### src/design/tgp_pkg.sv
// constants for the timer-shared eight-pin port
package tgp_pkg;
  localparam int unsigned ADDR_W          = 16;
  localparam int unsigned DATA_W          = 32;
  localparam int unsigned PORT_W          = 8;
  localparam int unsigned FRT_N           = 3;
  // byte addresses
  localparam logic [15:0] ADDR_DIRECTION  = 16'hFF8C;
  localparam logic [15:0] ADDR_DATA       = 16'hFF8E;
  localparam logic [15:0] ADDR_FUNCTION   = 16'hFF80;
  localparam logic [15:0] ADDR_STANDBY    = 16'hFF84;
  // reset values, plus the fixed direction read value
  localparam logic [7:0]  DIRECTION_RST   = 8'h00;
  localparam logic [7:0]  DATA_RST        = 8'h00;
  localparam logic [11:0] FUNCTION_RST    = 12'h000;
  localparam logic [1:0]  STANDBY_RST     = 2'h0;
  localparam logic [7:0]  DIRECTION_READ  = 8'hFF;
  // function register layout
  localparam int unsigned FN_W            = 12;
  localparam int unsigned FN_OEA1         = 0;
  localparam int unsigned FN_OEB_LO       = 1;
  localparam int unsigned FN_CKS_LO       = 4;
  localparam int unsigned FN_CCLR_LO      = 10;
  localparam logic [1:0]  CKS_EXTERNAL    = 2'h3;
  localparam logic [1:0]  CCLR_EXTERNAL   = 2'h3;
  // standby register layout
  localparam int unsigned SB_W            = 2;
  localparam int unsigned SB_SOFT         = 0;
  localparam int unsigned SB_HARD         = 1;
  // pin positions
  localparam int unsigned PIN_CMP_A       = 7;
  localparam int unsigned PIN_CMP_B_LO    = 4;
  localparam int unsigned PIN_CAPTURE_LO  = 1;
  localparam int unsigned PIN_BYTE_RESET  = 3;
  localparam int unsigned PIN_BYTE_CLOCK  = 0;
endpackage

### src/design/tgp_pin_mux.sv
// per-pin function selection between plain i/o and timer signals
`timescale 1ns/100ps
module tgp_pin_mux
(
  input  wire logic [7:0]  port_pin_direction,
  input  wire logic [7:0]  port_pin_data,
  input  wire logic [7:0]  pin_in,
  input  wire logic [11:0] pin_function,
  input  wire logic        soft_standby,
  input  wire logic        freerun_compare_a_out,
  input  wire logic [2:0]  freerun_compare_b_out,
  output logic      [7:0]  next_pin_oe,
  output logic      [7:0]  next_pin_out,
  output logic      [2:0]  next_ext_clock,
  output logic      [2:0]  next_capture,
  output logic             next_byte_reset,
  output logic             next_byte_clock
);
  //////////////////////////////////////////////////////////////////////////////
  // no operating-mode input exists, so every chip mode sees the same selection [RULE2]
  // soft standby parks the supporting modules, so their pin claims fall away
  wire       tmr_live = !soft_standby;                                    // [RULE12]
  wire       oea_eff  = pin_function[tgp_pkg::FN_OEA1] && tmr_live;
  wire [2:0] oeb_eff  = pin_function[tgp_pkg::FN_OEB_LO +: tgp_pkg::FRT_N] & {3{tmr_live}};
  wire [1:0] cclr     = pin_function[tgp_pkg::FN_CCLR_LO +: 2];

  //////////////////////////////////////////////////////////////////////////////
  // timer-driven pins ignore the direction bit; all others follow it
  wire [7:0] timer_drive = {oea_eff, oeb_eff[2], oeb_eff[1], oeb_eff[0], 4'h0};
  wire [7:0] timer_level = {freerun_compare_a_out, freerun_compare_b_out[2],
                            freerun_compare_b_out[1], freerun_compare_b_out[0], 4'h0};
  assign next_pin_oe  = timer_drive | port_pin_direction;                   // [RULE3] [RULE4] [RULE9]
  assign next_pin_out = (timer_drive & timer_level) | (~timer_drive & port_pin_data); // [RULE3] [RULE4]

  //////////////////////////////////////////////////////////////////////////////
  // timer inputs
  genvar i;
  generate
    for (i = 0; i < tgp_pkg::FRT_N; i++)
    begin : g_frt
      wire [1:0] cks = pin_function[tgp_pkg::FN_CKS_LO + 2*i +: 2];
      assign next_ext_clock[i] = tmr_live && !oeb_eff[i] && (cks == tgp_pkg::CKS_EXTERNAL)
                                 && pin_in[tgp_pkg::PIN_CMP_B_LO + i];            // [RULE5]
      assign next_capture[i]   = tmr_live && pin_in[tgp_pkg::PIN_CAPTURE_LO + i]; // [RULE6]
    end
  endgenerate

  assign next_byte_reset = tmr_live && (cclr == tgp_pkg::CCLR_EXTERNAL)
                           && pin_in[tgp_pkg::PIN_BYTE_RESET];                    // [RULE7]
  // the byte timer applies its own clock select to this level
  assign next_byte_clock = tmr_live && pin_in[tgp_pkg::PIN_BYTE_CLOCK];           // [RULE8]
endmodule // tgp_pin_mux

### src/design/tgp_port.sv
// apb-attached eight-pin port shared with free-running and byte timers
`timescale 1ns/100ps
// Notes on behaviour
// [RULE1] data read: latch if output, else pin
// [RULE2] pin selection same in every mode
// [RULE3] pin 7 drives compare a when enabled
// [RULE4] pins 6..4 drive compare b when enabled
// [RULE5] pins 6..4 feed external clock when selected
// [RULE6] pins 3..1 plain i/o plus capture
// [RULE7] pin 3 byte timer reset when clear=11
// [RULE8] pin 0 plain i/o plus byte clock
// [RULE9] direction bit 1 output, 0 input
// [RULE10] direction reads all ones, no error
// [RULE11] reset, hard standby clear direction; soft keeps
// [RULE12] soft standby returns timer pins to plain
// [RULE13] data latch writable in any direction
module tgp_port
(
  input  wire logic        pclk,
  input  wire logic        presetn,
  input  wire logic        psel,
  input  wire logic        penable,
  input  wire logic        pwrite,
  input  wire logic [15:0] paddr,
  input  wire logic [31:0] pwdata,
  input  wire logic [3:0]  pstrb,
  output logic      [31:0] prdata,
  output logic             pready,
  output logic             pslverr,
  input  wire logic [7:0]  pin_in,
  output logic      [7:0]  pin_out,
  output logic      [7:0]  pin_oe,
  input  wire logic        freerun_compare_a_out,
  input  wire logic [2:0]  freerun_compare_b_out,
  output logic      [2:0]  freerun_ext_clock_in,
  output logic      [2:0]  freerun_capture_in,
  output logic             byte_timer_reset_in,
  output logic             byte_timer_clock_in
);
  //////////////////////////////////////////////////////////////////////////////
  // register state
  logic [7:0]  port_pin_direction;
  logic [7:0]  port_pin_data;
  logic [11:0] pin_function;
  logic [1:0]  standby;

  wire soft_standby = standby[tgp_pkg::SB_SOFT];
  wire hard_standby = standby[tgp_pkg::SB_HARD];

  //////////////////////////////////////////////////////////////////////////////
  // apb decode
  wire setup_phase = psel && !penable;
  wire access_done = psel && penable && pready;
  wire wr_done     = access_done && pwrite;

  // full sixteen-bit compare: a partial decode would alias the
  // neighbouring ports' registers onto this block
  function automatic logic addr_hit(input logic [15:0] addr, input logic [15:0] target);
    return addr == target;
  endfunction

  wire hit_direction = addr_hit(paddr, tgp_pkg::ADDR_DIRECTION);
  wire hit_data      = addr_hit(paddr, tgp_pkg::ADDR_DATA);
  wire hit_function  = addr_hit(paddr, tgp_pkg::ADDR_FUNCTION);
  wire hit_standby   = addr_hit(paddr, tgp_pkg::ADDR_STANDBY);
  wire hit_any       = hit_direction || hit_data || hit_function || hit_standby;

  wire wr_direction = wr_done && hit_direction && pstrb[0];
  wire wr_data      = wr_done && hit_data && pstrb[0];
  wire wr_fn_lo     = wr_done && hit_function && pstrb[0];
  wire wr_fn_hi     = wr_done && hit_function && pstrb[1];
  wire wr_standby   = wr_done && hit_standby && pstrb[0];

  //////////////////////////////////////////////////////////////////////////////
  // next values
  logic [7:0] next_pin_oe;
  logic [7:0] next_pin_out;
  logic [2:0] next_ext_clock;
  logic [2:0] next_capture;
  logic       next_byte_reset;
  logic       next_byte_clock;

  // hard standby holds direction and data at their reset values; soft standby leaves them alone
  wire [7:0] next_direction = hard_standby ? tgp_pkg::DIRECTION_RST :
                              wr_direction ? pwdata[7:0] : port_pin_direction;   // [RULE11]
  // latch takes writes whatever the direction, so a value can be staged
  wire [7:0] next_data      = hard_standby ? tgp_pkg::DATA_RST :
                              wr_data      ? pwdata[7:0] : port_pin_data;        // [RULE13]
  wire [11:0] next_function = {wr_fn_hi ? pwdata[11:8] : pin_function[11:8],
                               wr_fn_lo ? pwdata[7:0]  : pin_function[7:0]};
  wire [1:0] next_standby   = wr_standby ? pwdata[1:0] : standby;

  // driven bits read back the latch, undriven bits the live pin
  wire [7:0] data_view = (pin_oe & port_pin_data) | (~pin_oe & pin_in);          // [RULE1]

  wire [31:0] read_mux = hit_data      ? {24'h000000, data_view} :
                         hit_direction ? {24'h000000, tgp_pkg::DIRECTION_READ} : // [RULE10]
                         hit_function  ? {20'h00000, pin_function} :
                         hit_standby   ? {30'h0, standby} :
                                         32'h00000000;

  // the answer is prepared in the setup cycle, so every access ends after one
  // access cycle; the pin level is thus sampled one cycle before the access edge
  wire        next_pready  = setup_phase;
  wire        next_pslverr = setup_phase && !hit_any;
  wire [31:0] next_prdata  = (setup_phase && !pwrite) ? read_mux : 32'h00000000;

  //////////////////////////////////////////////////////////////////////////////
  // pin selection
  tgp_pin_mux u_mux
  (
    .port_pin_direction    (port_pin_direction),
    .port_pin_data         (port_pin_data),
    .pin_in                (pin_in),
    .pin_function          (pin_function),
    .soft_standby          (soft_standby),
    .freerun_compare_a_out (freerun_compare_a_out),
    .freerun_compare_b_out (freerun_compare_b_out),
    .next_pin_oe           (next_pin_oe),
    .next_pin_out          (next_pin_out),
    .next_ext_clock        (next_ext_clock),
    .next_capture          (next_capture),
    .next_byte_reset       (next_byte_reset),
    .next_byte_clock       (next_byte_clock)
  );

  //////////////////////////////////////////////////////////////////////////////
  // software-visible registers; one flop group per process keeps each short
  always_ff @(posedge pclk or negedge presetn)
  begin
    if (!presetn)
    begin
      port_pin_direction <= tgp_pkg::DIRECTION_RST;                             // [RULE11]
    end
    else
    begin
      port_pin_direction <= next_direction;
    end
  end

  always_ff @(posedge pclk or negedge presetn)
  begin
    if (!presetn)
    begin
      port_pin_data <= tgp_pkg::DATA_RST;
    end
    else
    begin
      port_pin_data <= next_data;
    end
  end

  always_ff @(posedge pclk or negedge presetn)
  begin
    if (!presetn)
    begin
      pin_function <= tgp_pkg::FUNCTION_RST;
    end
    else
    begin
      pin_function <= next_function;
    end
  end

  always_ff @(posedge pclk or negedge presetn)
  begin
    if (!presetn)
    begin
      standby <= tgp_pkg::STANDBY_RST;
    end
    else
    begin
      standby <= next_standby;
    end
  end

  //////////////////////////////////////////////////////////////////////////////
  // bus answer; registered, so the slave never answers in the setup cycle
  always_ff @(posedge pclk or negedge presetn)
  begin
    if (!presetn)
    begin
      pready <= '0;
    end
    else
    begin
      pready <= next_pready;
    end
  end

  always_ff @(posedge pclk or negedge presetn)
  begin
    if (!presetn)
    begin
      pslverr <= '0;
    end
    else
    begin
      pslverr <= next_pslverr;
    end
  end

  always_ff @(posedge pclk or negedge presetn)
  begin
    if (!presetn)
    begin
      prdata <= '0;
    end
    else
    begin
      prdata <= next_prdata;
    end
  end

  //////////////////////////////////////////////////////////////////////////////
  // pins and timer inputs lag their causes by one cycle
  // pins come out of reset released, so nothing fights the board
  always_ff @(posedge pclk or negedge presetn)
  begin
    if (!presetn)
    begin
      pin_oe <= tgp_pkg::DIRECTION_RST;
    end
    else
    begin
      pin_oe <= next_pin_oe;
    end
  end

  always_ff @(posedge pclk or negedge presetn)
  begin
    if (!presetn)
    begin
      pin_out <= tgp_pkg::DATA_RST;
    end
    else
    begin
      pin_out <= next_pin_out;
    end
  end

  always_ff @(posedge pclk or negedge presetn)
  begin
    if (!presetn)
    begin
      freerun_ext_clock_in <= '0;
    end
    else
    begin
      freerun_ext_clock_in <= next_ext_clock;
    end
  end

  always_ff @(posedge pclk or negedge presetn)
  begin
    if (!presetn)
    begin
      freerun_capture_in <= '0;
    end
    else
    begin
      freerun_capture_in <= next_capture;
    end
  end

  always_ff @(posedge pclk or negedge presetn)
  begin
    if (!presetn)
    begin
      byte_timer_reset_in <= '0;
    end
    else
    begin
      byte_timer_reset_in <= next_byte_reset;
    end
  end

  always_ff @(posedge pclk or negedge presetn)
  begin
    if (!presetn)
    begin
      byte_timer_clock_in <= '0;
    end
    else
    begin
      byte_timer_clock_in <= next_byte_clock;
    end
  end
endmodule // tgp_port

### config.mk
export PLATFORM = sky130hd
export DESIGN_NAME = tgp_port
export DESIGN_NICKNAME = d
export VERILOG_FILES = /design/src/design/tgp_pkg.sv /design/src/design/tgp_pin_mux.sv /design/src/design/tgp_port.sv
export SDC_FILE = /design/constraint.sdc
export NUM_CORES = 1
export LEC_CHECK = 0
export ABC_AREA = 1
export BUFFER_PORTS_ARGS = -buffer_cell sky130_fd_sc_hd__buf_2
export CORE_ASPECT_RATIO = 0.5
export CORE_UTILIZATION = 43
export DETAILED_ROUTE_END_ITERATION = 8
export PLACE_DENSITY = 0.84
export SLEW_MARGIN = 40
export SYNTH_ARGS = -nofsm -noshare
export SYNTH_HDL_FRONTEND = slang
export SYNTH_SLANG_ARGS = --single-unit
### constraint.sdc
create_clock -name pclk -period 3.3 [get_ports pclk]
set_input_delay 0.495 -clock pclk [delete_from_list [all_inputs] [get_ports pclk]]
set_output_delay 0.495 -clock pclk [all_outputs]
set_load 0.05 [all_outputs]
== After elaboration in Yosys (flattened, before gate mapping) ==
Index checks and enable logic that the tools add are counted.
Operators by class
  eq/ne operators: 8
  muxes and demuxes: 9
  bitwise gates (word level): 10
  reductions and logical operators: 43
Operator list (number)
  $eq A16 B16 Y1 const B: 4
  $mux W12: 4
  $and A8 B8 Y8: 4
  $mux W8: 4
  $logic_and A1 B1 Y1: 31
  $or A8 B8 Y8: 3
  $not A8 Y8: 2
  $eq A2 B2 Y1 const B: 4
  $logic_not A1 Y1: 7
  $reduce_bool A2 Y1: 2
  $and A3 B3 Y3: 1
  $logic_or A1 B1 Y1: 3
  $mux W2: 1
Storage, ports and cells
  register bits after elaboration: 68
  input bits: 69
  output and inout port bits: 58
  logic and storage cells: 84

== Logic depth before layout (Yosys ltp) ==
  word-level depth: 7
  depth in mapped cells: 10
  gate-level depth less buffers: 9

== Hierarchy ==
From an unflattened synthesis, not the netlist that was laid out.
Second synthesis, totals
  cell total of the unflattened synthesis: 361
  area total of the unflattened synthesis: 3181.8 µm²
By module, submodules not included
  tgp_port: times used 1, cells each 305, area each 2909.0 µm², seq. area each 1701.6 µm²
  tgp_pin_mux: times used 1, cells each 56, area each 272.8 µm², seq. area each 0.0 µm²

== Least setup slack after synthesis ==
Ideal clock, no wire load.
  path kind: flip-flop to flip-flop
  start point: register pready
  end point: register port_pin_data[2]
  library setup time: 0.119 ns
  arrival: 1.426 ns
  required time: 3.181 ns
  slack: 1.755 ns
  stages on the path, launching flop included: 7
  buffers on the path: 1
  period minus slack after synthesis: 1.545 ns
  cells stage by stage: dfrtp_1 nand4_1 nor2_4 nand2_2 buf_6 nand3_1 o21ai_2
On the way
  word-level cells in the longest chain between the ends: 5
Ends and longest elaborated chain
  start, declared: RTL line tgp_port.sv:28  | output logic pready,
  start signal, assigned: RTL line tgp_port.sv:187  | pready <= next_pready;
  $logic_and A1 B1 Y1: RTL line tgp_port.sv:53  | wire access_done = psel && penable && pready;
  $logic_and A1 B1 Y1: RTL line tgp_port.sv:54  | wire wr_done = access_done && pwrite;
  $logic_and A1 B1 Y1 (2 in series): RTL line tgp_port.sv:69  | wire wr_data = wr_done && hit_data && pstrb[0];
  $reduce_bool A2 Y1 (no line)
  end signal, assigned: RTL line tgp_port.sv:145  | port_pin_data <= tgp_pkg::DATA_RST;
  end signal, assigned: RTL line tgp_port.sv:149  | port_pin_data <= next_data;
  end, declared: RTL line tgp_port.sv:43  | logic [7:0] port_pin_data;
No other way between the ends.
A chain may end at the register's enable or synchronous reset.

== Worst setup path in the final report ==
  start point: input port penable
  end point: register prdata[8]
On the way
  word-level cells in the longest chain between the ends: 4
Ends and longest elaborated chain
  start, declared: RTL line tgp_port.sv:22  | input wire logic penable,
  $logic_not A1 Y1: RTL line tgp_port.sv:52  | wire setup_phase = psel && !penable;
  $logic_and A1 B1 Y1: RTL line tgp_port.sv:52
  via next_pready: RTL line tgp_port.sv:104  | wire next_pready = setup_phase;
  $logic_and A1 B1 Y1: RTL line tgp_port.sv:106  | wire [31:0] next_prdata = (setup_phase && !pwrite) ? read_mux : 32'h00000000;
  $mux W12: RTL line tgp_port.sv:106
  via next_prdata[8]: RTL line tgp_port.sv:106
  end signal, assigned: RTL line tgp_port.sv:211  | prdata <= next_prdata;
  end, declared: RTL line tgp_port.sv:27  | output logic [31:0] prdata,
The timed path passes the listed nets, and every way through them passes these cells.

==> results.py <==
metrics = {
    "layout": {
        "final_net_count": 498,
        "final_cells": 526,
        "drive_above_1_share_pct": 31.57,
        "finish.utilization_pct": 55.52,
        "final_cell_mix": "buf_2 (84), dfrtp_1 (68), nand2_1 (59)",
        "area_growth_syn_to_layout_pct": 22.81,
        "diodes": 0,
        "n_fill_cell": 597,
        "final_common_cell": "buf_2",
    },
    "power_and_ir_drop": {
        "pwr-share-comb_pct": 8.7,
        "leakagePower_nw": 2.068,
        "seqPwrFrac_pct": 45.4,
        "p_switching_uw": 459.7,
        "p_per_area_nw_per_um2": 493.6,
        "clkPwrFrac_pct": 45.9,
        "p_int_mw": 1.405,
        "vdd_drop_max_v": 0.0002790,
        "swShare_pct": 24.65,
        "finalPower_mw": 1.865,
    },
    "place": {
        "port_buffers": 84,
        "place.gp.congestion": 0.8119,
        "dp_slack_ns": 1.520,
        "dp_cells": 510,
        "dp_hpwl_um": 4756,
    },
    "routing": {
        "drt_iter0_drc": 158,
        "drc": 0,
        "routed_wl_um": 6604,
        "wl_per_cell_um": 12.56,
        "via_count": 2455,
        "ant_nets": 0,
        "drtPass1Iterations": 4,
        "avgViaCountPerCell": 4.667,
    },
    "cts": {
        "cts_made_buffers": 9,
        "cts_buffer_depth": 2,
        "cts_setup_buffers": 0,
        "htree_levels": 3,
        "path_clk_slew_ns": 0.05,
        "cts_root_buf": "clkbuf_16",
        "cts_tree": "yes",
        "clk_latency_ns": 0.32,
        "cts_sinks": 68,
        "cts-resized-gates": 0,
        "ctsHoldBuffers": 0,
    },
    "global_routing": {
        "grt_pass1_vias": 2261,
        "grt_usage_pct": 18.74,
        "grt_max_degree": 58,
        "grt_overflow": 0,
        "antenna_found_initial": 0,
        "grt_pass1_wl_um": 10380,
    },
    "worst_setup_path": {
        "crit_type": "input pin to flop",
        "cpMostUsedCell": "nor2_1",
        "cp.required_ns": 3.55,
        "cp_num_buf_inv": 2,
        "r2r_slack_ns": 1.86,
        "path_delay_family": "simple AND/OR/NAND/NOR gates",
        "critPathSlowestCell": "nor2_1",
        "r2r_start": "standby[1]",
        "cp.arrival_ns": 1.71,
        "cp-start-kind": "input pin",
        "reg2reg_depth": 4,
        "timing.critical_path.slowest_cell_delay_ns": 0.43,
        "cp_max_fo": 8,
        "cp_cell_sequence": "buf_2 -> nor2_1 -> inv_1 -> nor2_1 -> nand2_1 -> nor2_1",
        "end_kind": "flop",
        "r2r-end": "port_pin_direction[7]",
    },
    "timing": {
        "skew_ns": 0.003491,
        "period_needed_ns": 1.468,
        "fin_crit_sh_pct": 44.50,
        "worst_slack_ns": 1.832,
        "final_max_slew_viol_count": 0,
        "final_hold_viol_count": 0,
        "tightest_slew_ns": 0.6994,
        "slew_headroom_pct": 53.37,
        "setup_viol": 0,
        "timing.fmax_ghz": 0.6810,
        "rsz0062_at_grt": "no",
        "setup_tns_ns": 0,
    },
    "floorplan": {
        "num_rows": 21,
        "io_pins": 127,
        "dieArea_um2": 7518,
        "coreArea_um2": 6805,
        "die_w_um": 121.6,
        "fp.dieH_um": 61.82,
        "start_util_pct": 45.21,
    },
    "status": {
        "outcome": "finished clean",
    },
    "synthesis": {
        "synth.top_cell.area_share_pct": 55.31,
        "synthArstFlopShare_pct": 100.0,
        "netlist_instances": 339,
        "ys_top_cells_by_area": "dfrtp_1 (55%), nand2_1 (7.2%), nor2_1 (5.6%)",
        "ys.flop_type": "dfrtp_1",
        "post-synth-top-area-cell": "dfrtp_1",
        "synth-seq-cells": 68,
        "ys_seq_area_share_pct": 55.31,
        "synth_cell_types": 28,
        "ys_warn_count": 0,
        "synth-edff-count": 0,
        "syn_area_um2": 3077,
        "synth.avg_cell_area_um2": 9.076,
    },
    "run": {
        "drv_cap": 0,
    },
    "hold_path": {
        "hold_path_class": "input pin to asynchronous set/reset pin",
    },
}
==> layout make-up <==
cell class	count	area, um2	area share, %
tap	92	115.1	3.046
clock buffer	12	246.5	6.523
multi-input combinational	220	1086	28.74
timing repair buffer	85	427.9	11.32
inverter	45	176.4	4.669
sequential	68	1702	45.03
clock inverter	4	25.02	0.6623
==> sequential cells by signal, summed over array words and instances, names as in the netlist <==
register / count
pin_function: 12
prdata: 12
port_pin_data: 8
port_pin_direction: 8
byte_timer_reset_in: 1
freerun_capture_in: 3
standby: 2
pin_oe: 8
byte_timer_clock_in: 1
freerun_ext_clock_in: 3
pin_out: 8
pslverr: 1
pready: 1
==> cells by family (layout without fill, tap and decap cells) <==
family	Yosys count	after routing	share of synthesized area (%)
and+or+nand+nor	157	157	23.06
buffers and inverters	70	146	11.71
DFF	68	68	55.31
AOI/OAI and AO/OA	37	37	7.605
muxes	6	6	2.196
other	1	20	0.1219
==> power groups by stage <==
stage / Combinational [mW] / Sequential, mW / Clock [mW]
after global routing: 0.177 / 0.847 / 0.902
after CTS: 0.163 / 0.847 / 0.860
after global placement: 0.161 / 0.861 / 0
after detailed placement: 0.163 / 0.861 / 0
after floorplan: 0.0995 / 0.884 / 0
final: 0.162 / 0.847 / 0.856
==> cell usage after synthesis, types with 3 or more instances <==
cell type	number
nand2_1	59
mux2_2	6
o21ai_2	12
nand2_2	6
buf_4	20
dfrtp_1	68
nor2_2	4
nor2_1	46
o21ai_0	20
nand3_1	28
nor3_1	4
inv_1	42
a21oi_1	4
nor2_4	3
==> routing by layer <==
| metal | part of all wire [%] | vias to the layer above | GRT usage, % |
|---|---|---|---|
| met1 | 45 | 1157 | 23.15 |
| met3 | 6.0 | 13 | 5.657 |
| met2 | 47 | 81 | 31.90 |
| met4 | 1.9 | 0 | 7.407 |
| met5 | 0 | - | 0 |
| li1 | - | 1204 | - |
==> how the worst max path moves through the flow <==
| stage | cells past startpoint | endpoint | slack, ns | startpoint |
|---|---|---|---|---|
| 3_5_place_dp | 9 | port_pin_data[2] | 1.52 | paddr[6] |
| 6_report | 6 | prdata[8] | 1.83 | penable |
| 3_3_place_gp | 8 | port_pin_data[2] | 1.56 | paddr[13] |
| 5_1_grt | 9 | port_pin_data[3] | 1.69 | paddr[6] |
| 4_1_cts | 1 | pin_oe[2] | 1.83 | pin_oe[2] |
| 2_1_floorplan | 6 | port_pin_data[2] | 1.75 | pready |
==> per-stage QoR <==
| stage | instance area (um2) | hold WS (ns) |
|---|---|---|
| after global placement | 3507 | 0.3627 |
| after detailed placement | 3507 | 0.3603 |
| after floorplan | 3148 | 0.1994 |
| after global routing | 3779 | 0.04378 |
| final | 3779 | 0.03167 |
| after CTS | 3779 | 0.03713 |
Power figures use the tool's default switching activity.
